[config.mk]
export PLATFORM = sky130hd
export DESIGN_NAME = iwd_top
export DESIGN_NICKNAME = d
export VERILOG_FILES = /design/src/pkg/iwd_pkg.sv /design/src/core/iwd_tick_gen.sv /design/src/core/iwd_top.sv
export SDC_FILE = /design/constraint.sdc
export NUM_CORES = 1
export LEC_CHECK = 0
export BUFFER_PORTS_ARGS = -buffer_cell sky130_fd_sc_hd__clkbuf_2
export CAP_MARGIN = 25
export CELL_PAD_IN_SITES_DETAIL_PLACEMENT = 0
export CELL_PAD_IN_SITES_GLOBAL_PLACEMENT = 1
export CORE_ASPECT_RATIO = 0.8
export CORE_MARGIN = 2
export CORE_UTILIZATION = 35
export CTS_CLUSTER_DIAMETER = 150
export DETAILED_ROUTE_END_ITERATION = 7
export PLACE_DENSITY = 0.71
export SLEW_MARGIN = 20
export SYNTH_ARGS = -nofsm -noshare
export SYNTH_HDL_FRONTEND = slang
export SYNTH_HIERARCHICAL = 1
export SYNTH_SLANG_ARGS = --single-unit
[constraint.sdc]
create_clock -name i_clock -period 5.5 [get_ports i_clock]
set_input_delay 1.1 -clock i_clock [delete_from_list [all_inputs] [get_ports i_clock]]
set_output_delay 1.1 -clock i_clock [all_outputs]
set_load 0.02 [all_outputs]
[src/pkg/iwd_pkg.sv]
//----------------------------------------------------------------------
// Notes on behaviour
// - Expiry resets processor or raises interrupt, build option
// - Write to port 443h loads interval, starts counting
// - Codes 01h..3Fh give 1..63 second timeouts
// - Every write of a code 01h..3Fh restarts timing from new interval
// - Read of port 443h stops the watchdog
//----------------------------------------------------------------------
package iwd_pkg;

  //----------------------------------------------------------------------
  // Host I/O port
  //----------------------------------------------------------------------
  localparam int          IWD_ADDR_W       = 16;       // I/O address width
  localparam int          IWD_DATA_W       = 8;        // I/O data width
  localparam logic [15:0] IWD_PORT_ADDR    = 16'h0443; // Interval control port
  localparam logic [7:0]  IWD_CODE_MIN     = 8'h01;    // Shortest interval code
  localparam logic [7:0]  IWD_CODE_MAX     = 8'h3F;    // Longest interval code
  localparam logic [5:0]  IWD_INTERVAL_RST = 6'h00;    // Interval after reset
  localparam int          IWD_RUN_BIT      = 7;        // Read data: running flag
  localparam int          IWD_CODE_MSB     = 5;        // Read data: interval field top

  //----------------------------------------------------------------------
  // Timing
  //----------------------------------------------------------------------
  localparam int IWD_CLK_PERIOD_NS = 40;                            // 25 MHz clock
  localparam int IWD_CLK_KHZ       = 25000;                         // Clock rate in kHz
  localparam int IWD_TICK_MS       = 1000;                          // One second tick
  localparam int IWD_TICK_CYCLES   = IWD_CLK_KHZ * IWD_TICK_MS;     // Cycles per tick
  localparam int IWD_PULSE_NS      = 1000;                          // Least expiry pulse
  localparam int IWD_PULSE_CYCLES  =
    (IWD_PULSE_NS + IWD_CLK_PERIOD_NS - 1) / IWD_CLK_PERIOD_NS;     // Rounded up
  localparam int IWD_PULSE_W       = 16;                            // Pulse counter width

  //----------------------------------------------------------------------
  // Watchdog states
  //----------------------------------------------------------------------
  typedef enum logic [1:0] {
    IWD_IDLE,   // Stopped, no expiry possible
    IWD_RUN,    // Counting seconds down
    IWD_FIRE    // Expiry pulse being driven
  } iwd_state_t;

endpackage : iwd_pkg

[src/core/iwd_tick_gen.sv]
`timescale 1ns/1ps
`default_nettype none

module iwd_tick_gen
  import iwd_pkg::*;
#(
  parameter int TICK_CYCLES = IWD_TICK_CYCLES  // Clock cycles per one second tick
) (
  input  wire logic i_clock,    // System clock
  input  wire logic i_resetn,   // Asynchronous reset, active low
  input  wire logic i_restart,  // Restart the second from zero
  input  wire logic i_enable,   // Count only while the watchdog runs
  output var  logic o_tick      // One-cycle pulse per elapsed second
);

  localparam int CNT_W = $clog2(TICK_CYCLES + 1);                 // Counter width
  localparam logic [CNT_W-1:0] CNT_LAST = CNT_W'(TICK_CYCLES - 1); // Last count

  logic [CNT_W-1:0] cnt_r;    // Cycles into the current second
  logic [CNT_W-1:0] cnt_nxt;  // Next count
  logic             tick_r;   // Registered tick
  logic             tick_nxt; // Next tick

  //----------------------------------------------------------------------
  // Prescaler next state
  //----------------------------------------------------------------------
  // Restart clears the partial second so a refresh gives whole seconds
  always_comb begin
    cnt_nxt  = cnt_r;
    tick_nxt = 1'b0;
    if (i_restart || !i_enable) begin
      cnt_nxt = '0;
    end else if (cnt_r == CNT_LAST) begin
      cnt_nxt  = '0;
      tick_nxt = 1'b1;
    end else begin
      cnt_nxt = cnt_r + CNT_W'(1);
    end
  end

  // Register the prescaler
  always_ff @(posedge i_clock or negedge i_resetn) begin
    if (!i_resetn) begin
      cnt_r  <= '0;
      tick_r <= 1'b0;
    end else begin
      cnt_r  <= cnt_nxt;
      tick_r <= tick_nxt;
    end
  end

  assign o_tick = tick_r;

endmodule : iwd_tick_gen

`default_nettype wire

[src/core/iwd_top.sv]
`timescale 1ns/1ps
`default_nettype none

module iwd_top
  import iwd_pkg::*;
#(
  parameter int       TICK_CYCLES  = IWD_TICK_CYCLES,  // Cycles per second, shorten in sim
  parameter int       PULSE_CYCLES = IWD_PULSE_CYCLES, // Expiry pulse length
  parameter bit       EXPIRE_IRQ   = 1'b0              // 1: interrupt, 0: processor reset
) (
  input  wire logic                  i_clock,     // System clock, 25 MHz
  input  wire logic                  i_resetn,    // Asynchronous reset, active low
  input  wire logic [IWD_ADDR_W-1:0] i_io_addr,   // I/O address pins
  input  wire logic                  i_aen,       // DMA address enable, high blocks decode
  input  wire logic                  i_iow_n,     // I/O write strobe, active low
  input  wire logic                  i_ior_n,     // I/O read strobe, active low
  input  wire logic [IWD_DATA_W-1:0] i_data,      // Data bus in
  output var  logic [IWD_DATA_W-1:0] o_data,      // Data bus out
  output var  logic                  o_data_oe_n, // Data bus drive, low while driving
  output var  logic                  o_cpu_reset, // Processor reset pulse, active high
  output var  logic                  o_irq,       // Interrupt request pulse, active high
  output var  logic                  o_running    // Watchdog armed and counting
);

  //----------------------------------------------------------------------
  // Pin synchronisers
  //----------------------------------------------------------------------
  localparam int SYNC_W = IWD_ADDR_W + IWD_DATA_W + 3;  // All bus pins in one vector
  localparam logic [IWD_PULSE_W-1:0] PULSE_LAST = IWD_PULSE_W'(PULSE_CYCLES - 1);

  logic [SYNC_W-1:0] sync1_r;  // First stage, read only by the second
  logic [SYNC_W-1:0] sync2_r;  // Second stage
  logic [SYNC_W-1:0] sync3_r;  // Third stage

  // Three flops on every pin; the bus is asynchronous to our clock
  always_ff @(posedge i_clock or negedge i_resetn) begin
    if (!i_resetn) begin
      sync1_r <= {{(SYNC_W-2){1'b0}}, 2'b11};
      sync2_r <= {{(SYNC_W-2){1'b0}}, 2'b11};
      sync3_r <= {{(SYNC_W-2){1'b0}}, 2'b11};
    end else begin
      sync1_r <= {i_io_addr, i_data, i_aen, i_ior_n, i_iow_n};
      sync2_r <= sync1_r;
      sync3_r <= sync2_r;
    end
  end

  //----------------------------------------------------------------------
  // Strobe filtering and port decode
  //----------------------------------------------------------------------
  logic [IWD_ADDR_W-1:0] addr_s;    // Synchronised address
  logic [IWD_DATA_W-1:0] data_s;    // Synchronised write data
  logic                  aen_s;     // Synchronised address enable
  logic                  ior_agree; // Read strobe stages agree
  logic                  iow_agree; // Write strobe stages agree
  logic                  sel;       // Our port addressed
  logic                  wr_evt;    // Write strobe just asserted on our port
  logic                  rd_evt;    // Read strobe just asserted on our port
  logic                  rd_end;    // Read strobe just released
  logic                  code_ok;   // Written code within 01h..3Fh

  assign addr_s    = sync3_r[SYNC_W-1 -: IWD_ADDR_W];
  assign data_s    = sync3_r[3 +: IWD_DATA_W];
  assign aen_s     = sync3_r[2];
  assign ior_agree = (sync2_r[1] == sync3_r[1]);
  assign iow_agree = (sync2_r[0] == sync3_r[0]);

  logic ior_lvl_r;    // Accepted read strobe level
  logic ior_lvl_nxt;  // Next read strobe level
  logic iow_lvl_r;    // Accepted write strobe level
  logic iow_lvl_nxt;  // Next write strobe level

  // A strobe change counts only once stages two and three agree
  always_comb begin
    ior_lvl_nxt = ior_agree ? sync3_r[1] : ior_lvl_r;
    iow_lvl_nxt = iow_agree ? sync3_r[0] : iow_lvl_r;
    sel         = !aen_s && (addr_s == IWD_PORT_ADDR);
    wr_evt      = iow_lvl_r && !iow_lvl_nxt && sel;
    rd_evt      = ior_lvl_r && !ior_lvl_nxt && sel;
    rd_end      = !ior_lvl_r && ior_lvl_nxt;
    code_ok     = (data_s >= IWD_CODE_MIN) && (data_s <= IWD_CODE_MAX);
  end

  // Register the strobe levels
  always_ff @(posedge i_clock or negedge i_resetn) begin
    if (!i_resetn) begin
      ior_lvl_r <= 1'b1;
      iow_lvl_r <= 1'b1;
    end else begin
      ior_lvl_r <= ior_lvl_nxt;
      iow_lvl_r <= iow_lvl_nxt;
    end
  end

  //----------------------------------------------------------------------
  // One second time base
  //----------------------------------------------------------------------
  logic tick;     // One-cycle pulse per elapsed second
  logic restart;  // Accepted write, restarts the second

  assign restart = wr_evt && code_ok;

  iwd_tick_gen #(
    .TICK_CYCLES (TICK_CYCLES)
  ) u_tick (
    .i_clock   (i_clock),
    .i_resetn  (i_resetn),
    .i_restart (restart),
    .i_enable  (o_running),
    .o_tick    (tick)
  );

  //----------------------------------------------------------------------
  // Watchdog control
  //----------------------------------------------------------------------
  iwd_state_t            state_r;      // Watchdog state
  iwd_state_t            state_nxt;    // Next state
  logic [5:0]            interval_r;   // Last accepted interval code
  logic [5:0]            interval_nxt; // Next interval code
  logic [5:0]            remain_r;     // Whole seconds still to run
  logic [5:0]            remain_nxt;   // Next remaining seconds
  logic [IWD_PULSE_W-1:0] pulse_r;     // Expiry pulse cycles left
  logic [IWD_PULSE_W-1:0] pulse_nxt;   // Next pulse count
  logic                  reset_nxt;    // Next processor reset output
  logic                  irq_nxt;      // Next interrupt output
  logic                  run_nxt;      // Next running flag
  logic [IWD_DATA_W-1:0] rdata_nxt;    // Next read data
  logic                  oe_n_nxt;     // Next data drive enable

  // Host accesses take priority over the countdown in the same cycle
  always_comb begin
    state_nxt    = state_r;
    interval_nxt = interval_r;
    remain_nxt   = remain_r;
    pulse_nxt    = pulse_r;
    reset_nxt    = o_cpu_reset;
    irq_nxt      = o_irq;
    rdata_nxt    = o_data;
    oe_n_nxt     = o_data_oe_n;
    if (restart) begin
      // New or refreshed interval, any state, restarts in full
      interval_nxt = data_s[IWD_CODE_MSB:0];
      remain_nxt   = data_s[IWD_CODE_MSB:0];
      state_nxt    = IWD_RUN;
      reset_nxt    = 1'b0;
      irq_nxt      = 1'b0;
    end else if (rd_evt) begin
      // Report state as it was, then stop until the next write
      rdata_nxt                 = '0;
      rdata_nxt[IWD_RUN_BIT]    = (state_r == IWD_RUN);
      rdata_nxt[IWD_CODE_MSB:0] = interval_r;
      oe_n_nxt                  = 1'b0;
      state_nxt                 = IWD_IDLE;
      reset_nxt                 = 1'b0;
      irq_nxt                   = 1'b0;
    end else begin
      unique case (state_r)
        IWD_IDLE: begin
          // Nothing counts; a bad code written here leaves us idle
        end
        IWD_RUN: begin
          if (tick) begin
            if (remain_r == 6'h01) begin
              // Interval ran out without a refresh
              state_nxt = IWD_FIRE;
              pulse_nxt = PULSE_LAST;
              reset_nxt = !EXPIRE_IRQ;
              irq_nxt   = EXPIRE_IRQ;
            end else begin
              remain_nxt = remain_r - 6'h01;
            end
          end
        end
        IWD_FIRE: begin
          // Fixed pulse, then stop; software must write again to rearm
          if (pulse_r == '0) begin
            state_nxt = IWD_IDLE;
            reset_nxt = 1'b0;
            irq_nxt   = 1'b0;
          end else begin
            pulse_nxt = pulse_r - IWD_PULSE_W'(1);
          end
        end
      endcase
    end
    if (rd_end) begin
      oe_n_nxt = 1'b1;  // Release the bus when the read strobe ends
    end
    run_nxt = (state_nxt == IWD_RUN);
  end

  // Register the control state; reset leaves the watchdog disabled
  always_ff @(posedge i_clock or negedge i_resetn) begin
    if (!i_resetn) begin
      state_r     <= IWD_IDLE;
      interval_r  <= IWD_INTERVAL_RST;
      remain_r    <= IWD_INTERVAL_RST;
      pulse_r     <= '0;
      o_cpu_reset <= 1'b0;
      o_irq       <= 1'b0;
      o_running   <= 1'b0;
      o_data      <= '0;
      o_data_oe_n <= 1'b1;
    end else begin
      state_r     <= state_nxt;
      interval_r  <= interval_nxt;
      remain_r    <= remain_nxt;
      pulse_r     <= pulse_nxt;
      o_cpu_reset <= reset_nxt;
      o_irq       <= irq_nxt;
      o_running   <= run_nxt;
      o_data      <= rdata_nxt;
      o_data_oe_n <= oe_n_nxt;
    end
  end

endmodule : iwd_top

`default_nettype wire

* Word-level counts from Yosys, hierarchy flattened
Cells that the tools add are included.
** Cells by class
- Add/subtract/negate cells :: 3
- Mux-type cells :: 35
- Shift operators :: 0
- Reduce and logical (&&, ||, !) cells :: 25
- Magnitude comparators :: 2
- Div/mod/pow operators :: 0
- Multiply operators :: 0
- Bitwise gates (word level) :: 2
- Equal/unequal tests :: 17
** Operators with widths (count)
- 25-bit 2-to-1 mux :: 2
- 16-bit 2-to-1 mux :: 3
- 16-bit one-hot mux with 2 select lines :: 1
- 6-bit 2-to-1 mux :: 5
- 25-bit by 1-bit adder with 25-bit output (second input constant) :: 1
- 25-bit == test (second input constant) :: 1
- 16-bit by 11-bit == test with 1-bit output (second input constant) :: 1
- 16-bit logical NOT :: 1
- 1-bit 2-to-1 mux :: 16
- 16-bit by 1-bit subtractor with 16-bit output (second input constant) :: 1
- 2-bit 2-to-1 mux :: 5
- 8-bit by 1-bit greater-or-equal comparator with 1-bit output (second input constant) :: 1
- 8-bit by 6-bit less-or-equal comparator with 1-bit output (second input constant) :: 1
- 1-bit logical AND :: 8
- 2-bit by 1-bit inequality test with 1-bit output (second input constant) :: 4
- 4-bit by 2-bit inequality test with 1-bit output (second input constant) :: 2
- 4-bit AND reduction :: 2
- 2-bit nonzero test :: 4
- 6-bit by 1-bit == test with 1-bit output (second input constant) :: 1
- 6-bit AND reduction :: 1
- 6-bit by 1-bit subtractor with 6-bit output (second input constant) :: 1
- 1-bit logical NOT :: 5
- 2-bit by 1-bit == test with 1-bit output (second input constant) :: 2
- 2-bit inequality test (second input constant) :: 2
- 9 further kinds :: 13
** Word-level totals
- Memory bits (writable) :: 0
- Bits in registers :: 150
- Latch bits :: 0
- Bits of input ports :: 29
- Memories kept :: 0
- ROM bits :: 0
- Logic and storage cells :: 100

* Longest topological paths before layout
- Depth in word-level cells :: 8
- Gate-level depth with buffers :: 9
- Mapped depth without buffers :: 7

* By module
Netlist, hierarchy kept.
** By module, submodules not included
- iwd_top :: instances 1, area each 4375.4 sq um, cells each 314, sequential area each 3089.2 sq um
- iwd_tick_gen :: instances 1, area each 1355.0 sq um, cells each 140, sequential area each 650.6 sq um

* Worst setup path after synthesis
Ideal clock, no wire load.
- Path kind :: register to register
- Start point :: register iow_lvl_r
- End point :: register u_tick.cnt_r[10]
- Setup time :: 121 ps
- Cell stages (with the launch flop) :: 10
- Clock period less this slack :: 2381 ps
- Slack :: 3119 ps
- Buffers on the path :: 2
- Required time :: 5379 ps
- Arrival :: 2260 ps
- Cells stage by stage :: dfstp_2 -> or4b_4 -> a211oi_4 -> nand3_2 -> inv_1 -> buf_2 -> nor2b_1 -> o21ai_1 -> buf_2 -> nor2_1
** Between the ends
- Cells in the longest elaborated chain, start to end :: 7
** Ends and longest elaborated chain
- start: declaration :: RTL line iwd_top.sv:70 : logic iow_lvl_r;
- start signal: assignment :: RTL line iwd_top.sv:91 : iow_lvl_r <= iow_lvl_nxt;
- 1-bit 2-to-1 mux :: RTL line iwd_top.sv:76 : iow_lvl_nxt = iow_agree ? sync3_r[0] : iow_lvl_r;
- 1-bit logical NOT :: RTL line iwd_top.sv:78 : wr_evt = iow_lvl_r && !iow_lvl_nxt && sel;
- 1-bit logical AND * (2 in a row) :: RTL line iwd_top.sv:78
- 1-bit logical AND * :: RTL line iwd_top.sv:101 : assign restart = wr_evt && code_ok;
- net restart :: RTL line iwd_top.sv:99 : logic restart;
- 1-bit logical OR * :: RTL line iwd_tick_gen.sv:31 : if (i_restart || !i_enable) begin
- 25-bit 2-to-1 mux * :: RTL line iwd_tick_gen.sv:31
- net u_tick.cnt_nxt[10] :: RTL line iwd_tick_gen.sv:20 : logic [CNT_W-1:0] cnt_nxt;
- end signal: assignment :: RTL line iwd_tick_gen.sv:47 : cnt_r <= cnt_nxt;
- end: declaration :: RTL line iwd_tick_gen.sv:19 : logic [CNT_W-1:0] cnt_r;
The timed path passes the listed nets; every way through them passes the cells marked *.
A chain may end at the register's enable or synchronous reset.

* Worst setup path after layout
- Start point :: register iow_lvl_r
- End point :: register u_tick.cnt_r[15]
** Between the ends
- Cells in the longest elaborated chain, start to end :: 7
** Ends and longest elaborated chain (RTL line)
- 1-bit 2-to-1 mux :: iwd_top.sv:76
- 1-bit logical NOT :: iwd_top.sv:78
- 1-bit logical AND * (2 in a row) :: iwd_top.sv:78
- 1-bit logical AND * :: iwd_top.sv:101
- 1-bit logical OR * :: iwd_tick_gen.sv:31
- 25-bit 2-to-1 mux * :: iwd_tick_gen.sv:31
- net u_tick.cnt_nxt[15] :: iwd_tick_gen.sv:20
Marks and branches as above.

==> results by group <==
Min path
  • Hold_sp: sync1_r[6]
  • Hold Path Sink: sync2_r[6]
  • Worst hold stages: 0
  • HP Class: reg -> reg

Die
  • Die X: about 150 um
  • Die Area: roughly 0.017 mm^2
  • Core Rows: slightly above 40
  • Die Y: about 120 um
  • IO Pins: ~40
  • Initial core utilization: between 30% and 40%
  • Placeable Area: 0.0159 mm^2

Yosys
  • Post-synth EDFFs: 0
  • Post-Syn Instances: around 450
  • Unique masters post-synth: 63
  • Register area share after synthesis: between 60% and 70%
  • Leading area contributor after synthesis: dfrtp_1
  • Post-synth top flop: dfrtp_1
  • Synth area leaders: dfrtp_1 (61%), dfstp_2 (4.1%), nand2_1 (2.5%), or4_1 (2.1%), nor2_1 (1.9%)
  • Warnings from Yosys: 6
  • Post-Synthesis Mean Instance Area: about 13 um^2
  • Post-synthesis register bit count: roughly 150
  • Ys async rst share: 100%
  • Mapped cell area: 0.00573 mm^2
  • Top cell type's share of synthesized area: a little over 60%

Worst setup path
  • Reg-to-Reg End: u_tick/cnt_r[15]
  • Register-to-register setup slack: about 2.5 ns
  • Critical Path Start Type: register
  • Critical Path End Type: register
  • R2R cell count: 7
  • Worst path buffer plus inverter count: 1
  • Data arrival, critical path: between 3 and 4 ns
  • Crit path kind: reg -> reg
  • Slowest CP cell: dfstp_2
  • Crit-path max FO: 24
  • R2R Path Start: iow_lvl_r
  • CP cell instances: or4b_4 > a211oi_4 > nand3_2 > inv_1 > nor2b_1 > o21ai_2 > nor2_1
  • CP required: 5.75 ns
  • CP peak stage delay: around 0.53 ns
  • CP delay by family, top: simple AND/OR/NAND/NOR gates

Pwr
  • LEAKAGE: between 3 and 4 nW
  • Peak VDD IR: roughly 0.23 mV
  • PwrDens: between 300 and 400 mW/mm^2

Timing
  • Final-report max-slew violation count: 0
  • Skew final: 0.0119 ns
  • RSZ-0062 raised after global routing: false
  • Tmin final: approximately 3 ns
  • Worst Max-Slew Pin Slew: roughly 1 ns
  • TNS Setup: 0 ns
  • Fin crit share: between 50% and 60%
  • Rel. slew slack: between 30% and 40%
  • Final Hold Vio Count: 0
  • FMAX: ~340 MHz
  • Count of final setup violators: 0

Clock network
  • Cts hold-fix bufs: 0
  • Longest Clk Path Bufs: 2
  • Setup bufs post-CTS: 0
  • Clock latency on the worst-skew pair: about 0.42 ns
  • Clock sinks: between 100 and 150
  • Cts repair resizes: 0
  • CTS tree: yes
  • Clk slew on worst S/H paths: about 0.07 ns
  • Cts bufs inserted: 17
  • CTS root buffer: clkbuf_16
  • H-tree lvl count: 4

Detailed routing
  • DR pass1 iterations: 4
  • Initial drt markers: 288
  • Antenna Violating Nets Remaining: 0
  • Post-DR vias/cell: ~5.0
  • Total Routed Length: around 10 mm
  • DRC violations left: 0
  • Via count: roughly 3,600
  • Avg WL per Cell: about 14 um

GRT
  • Initial antenna violation count: 0
  • First-pass GRT wire length: 17.6 mm
  • Largest net degree at the start of global routing: 110
  • Vias in the first global route: about 3,600
  • Tot GR Track Use: 12.6%
  • Grt ovf: 0

Finish
  • Area grow syn2layout: 17.4%
  • Fill cells: around 1,500
  • Multi-input gate area: 0.00186 mm^2
  • Highest-count cells in the layout ignoring fill and taps: dfrtp_1 (140), nand2_1 (38), clkbuf_2 (37)
  • Nets: 535
  • Diodes inserted: 0
  • Finished layout cell area: 0.00673 mm^2
  • Register area: around 0.0037 mm^2
  • Commonest non-fill, non-tap cell in the layout: dfrtp_1
  • Layout cells sized above 1: 20.9%

Placement
  • Post-DP HPWL: 6.54 mm
  • Input/output buffers: 38
  • Placed Area: between 0.006 and 0.007 mm^2
  • Final GP Congestion: between 0.7 and 0.8

Run status
  • Outcome: completed

Flow run
  • Max Cap Viol: 0
[power breakdown]
part	internal [mW]	leakage [nW]	switching (mW)
Sequential	1.13	1.88	0.0103
Clock	0.652	0.289	0.481
Combinational	0.0135	0.841	0.0274
[worst reg2reg max path, delay by kind of cell (launching register included)]
kind,cells,cell delay (ns)
and+or+nand+nor,4,1.14
AOI/OAI and AO/OA,2,0.74
DFF,1,0.53
buffers and inverters,1,0.41
[sequential cells by signal (all words and copies together), names as in the netlist]
register       flops
sync3_r           27
o_data             7
remain_r           6
sync2_r           27
o_data_oe_n        1
sync1_r           27
state_r            2
iow_lvl_r          1
u_tick/cnt_r      25
interval_r         6
u_tick/o_tick      1
o_running          1
pulse_r           16
ior_lvl_r          1
o_cpu_reset        1
[worst max-delay path by stage]
stage          startpoint          endpoint  slack [ns]  cells after the start
4_1_cts         iow_lvl_r  u_tick/cnt_r[15]        2.51                      7
3_5_place_dp    iow_lvl_r  u_tick/cnt_r[15]        2.54                      7
2_1_floorplan   iow_lvl_r  u_tick/cnt_r[10]        3.12                      9
3_3_place_gp    iow_lvl_r  u_tick/cnt_r[10]        2.61                      7
6_report        iow_lvl_r  u_tick/cnt_r[15]        2.53                      7
5_1_grt         iow_lvl_r  u_tick/cnt_r[15]        2.29                      7
[cell usage after synthesis, drive strengths merged (9+ instances only)]
cell type,n
nand2,38
o31ai,11
buf,13
nand4,12
nor3,9
nand3,21
or3,10
dfrtp,140
inv,12
nor2,30
dfstp,9
or4,16
nor4,14
a21oi,21
[logic make-up after synthesis]
group / Yosys count / synth area share [%]
other: 1 / 0.0654
flip-flops: 149 / 65.3
AND/OR/NAND/NOR: 177 / 18.1
multiplexers: 10 / 1.92
adder cells (fa/ha/maj): 9 / 1.88
buffers and inverters: 27 / 2.40
AO/OA/AOI/OAI: 67 / 8.23
XOR/XNOR: 14 / 2.14
[metal layers]
layer | part of all wire (%) | track usage, % | vias to the layer above | wire length [um]
met5 | 0 | 0 | - | 0
li1 | - | - | 1746 | -
met1 | 49 | 17.6 | 1800 | 4940
met3 | 3.2 | 2.93 | 13 | 320
met4 | 1.4 | 5.77 | 0 | 142
met2 | 46 | 18.7 | 55 | 4690
[stage by stage]
step	util, %	instances	worst slack, ns	total power [mW]	hold slack, ns
finish	42.3	727	2.53	2.31	0.340
CTS	42.1	726	2.51	2.35	0.340
floorplan	-	455	3.12	1.17	0.331
detailed placement	38.5	694	2.54	1.20	0.335
global route	42.3	727	2.29	2.41	0.351
global placement	38.5	694	2.61	1.20	0.333
[layout make-up]
class	instances	area share (%)
Tap cell	215	4.00
Multi-Input combinational cell	279	27.7
Inverter	12	0.670
Clock inverter	13	2.06
Timing Repair Buffer	40	3.44
Clock buffer	19	6.58
Sequential cell	149	55.6
(Power assumes the default switching activity.)
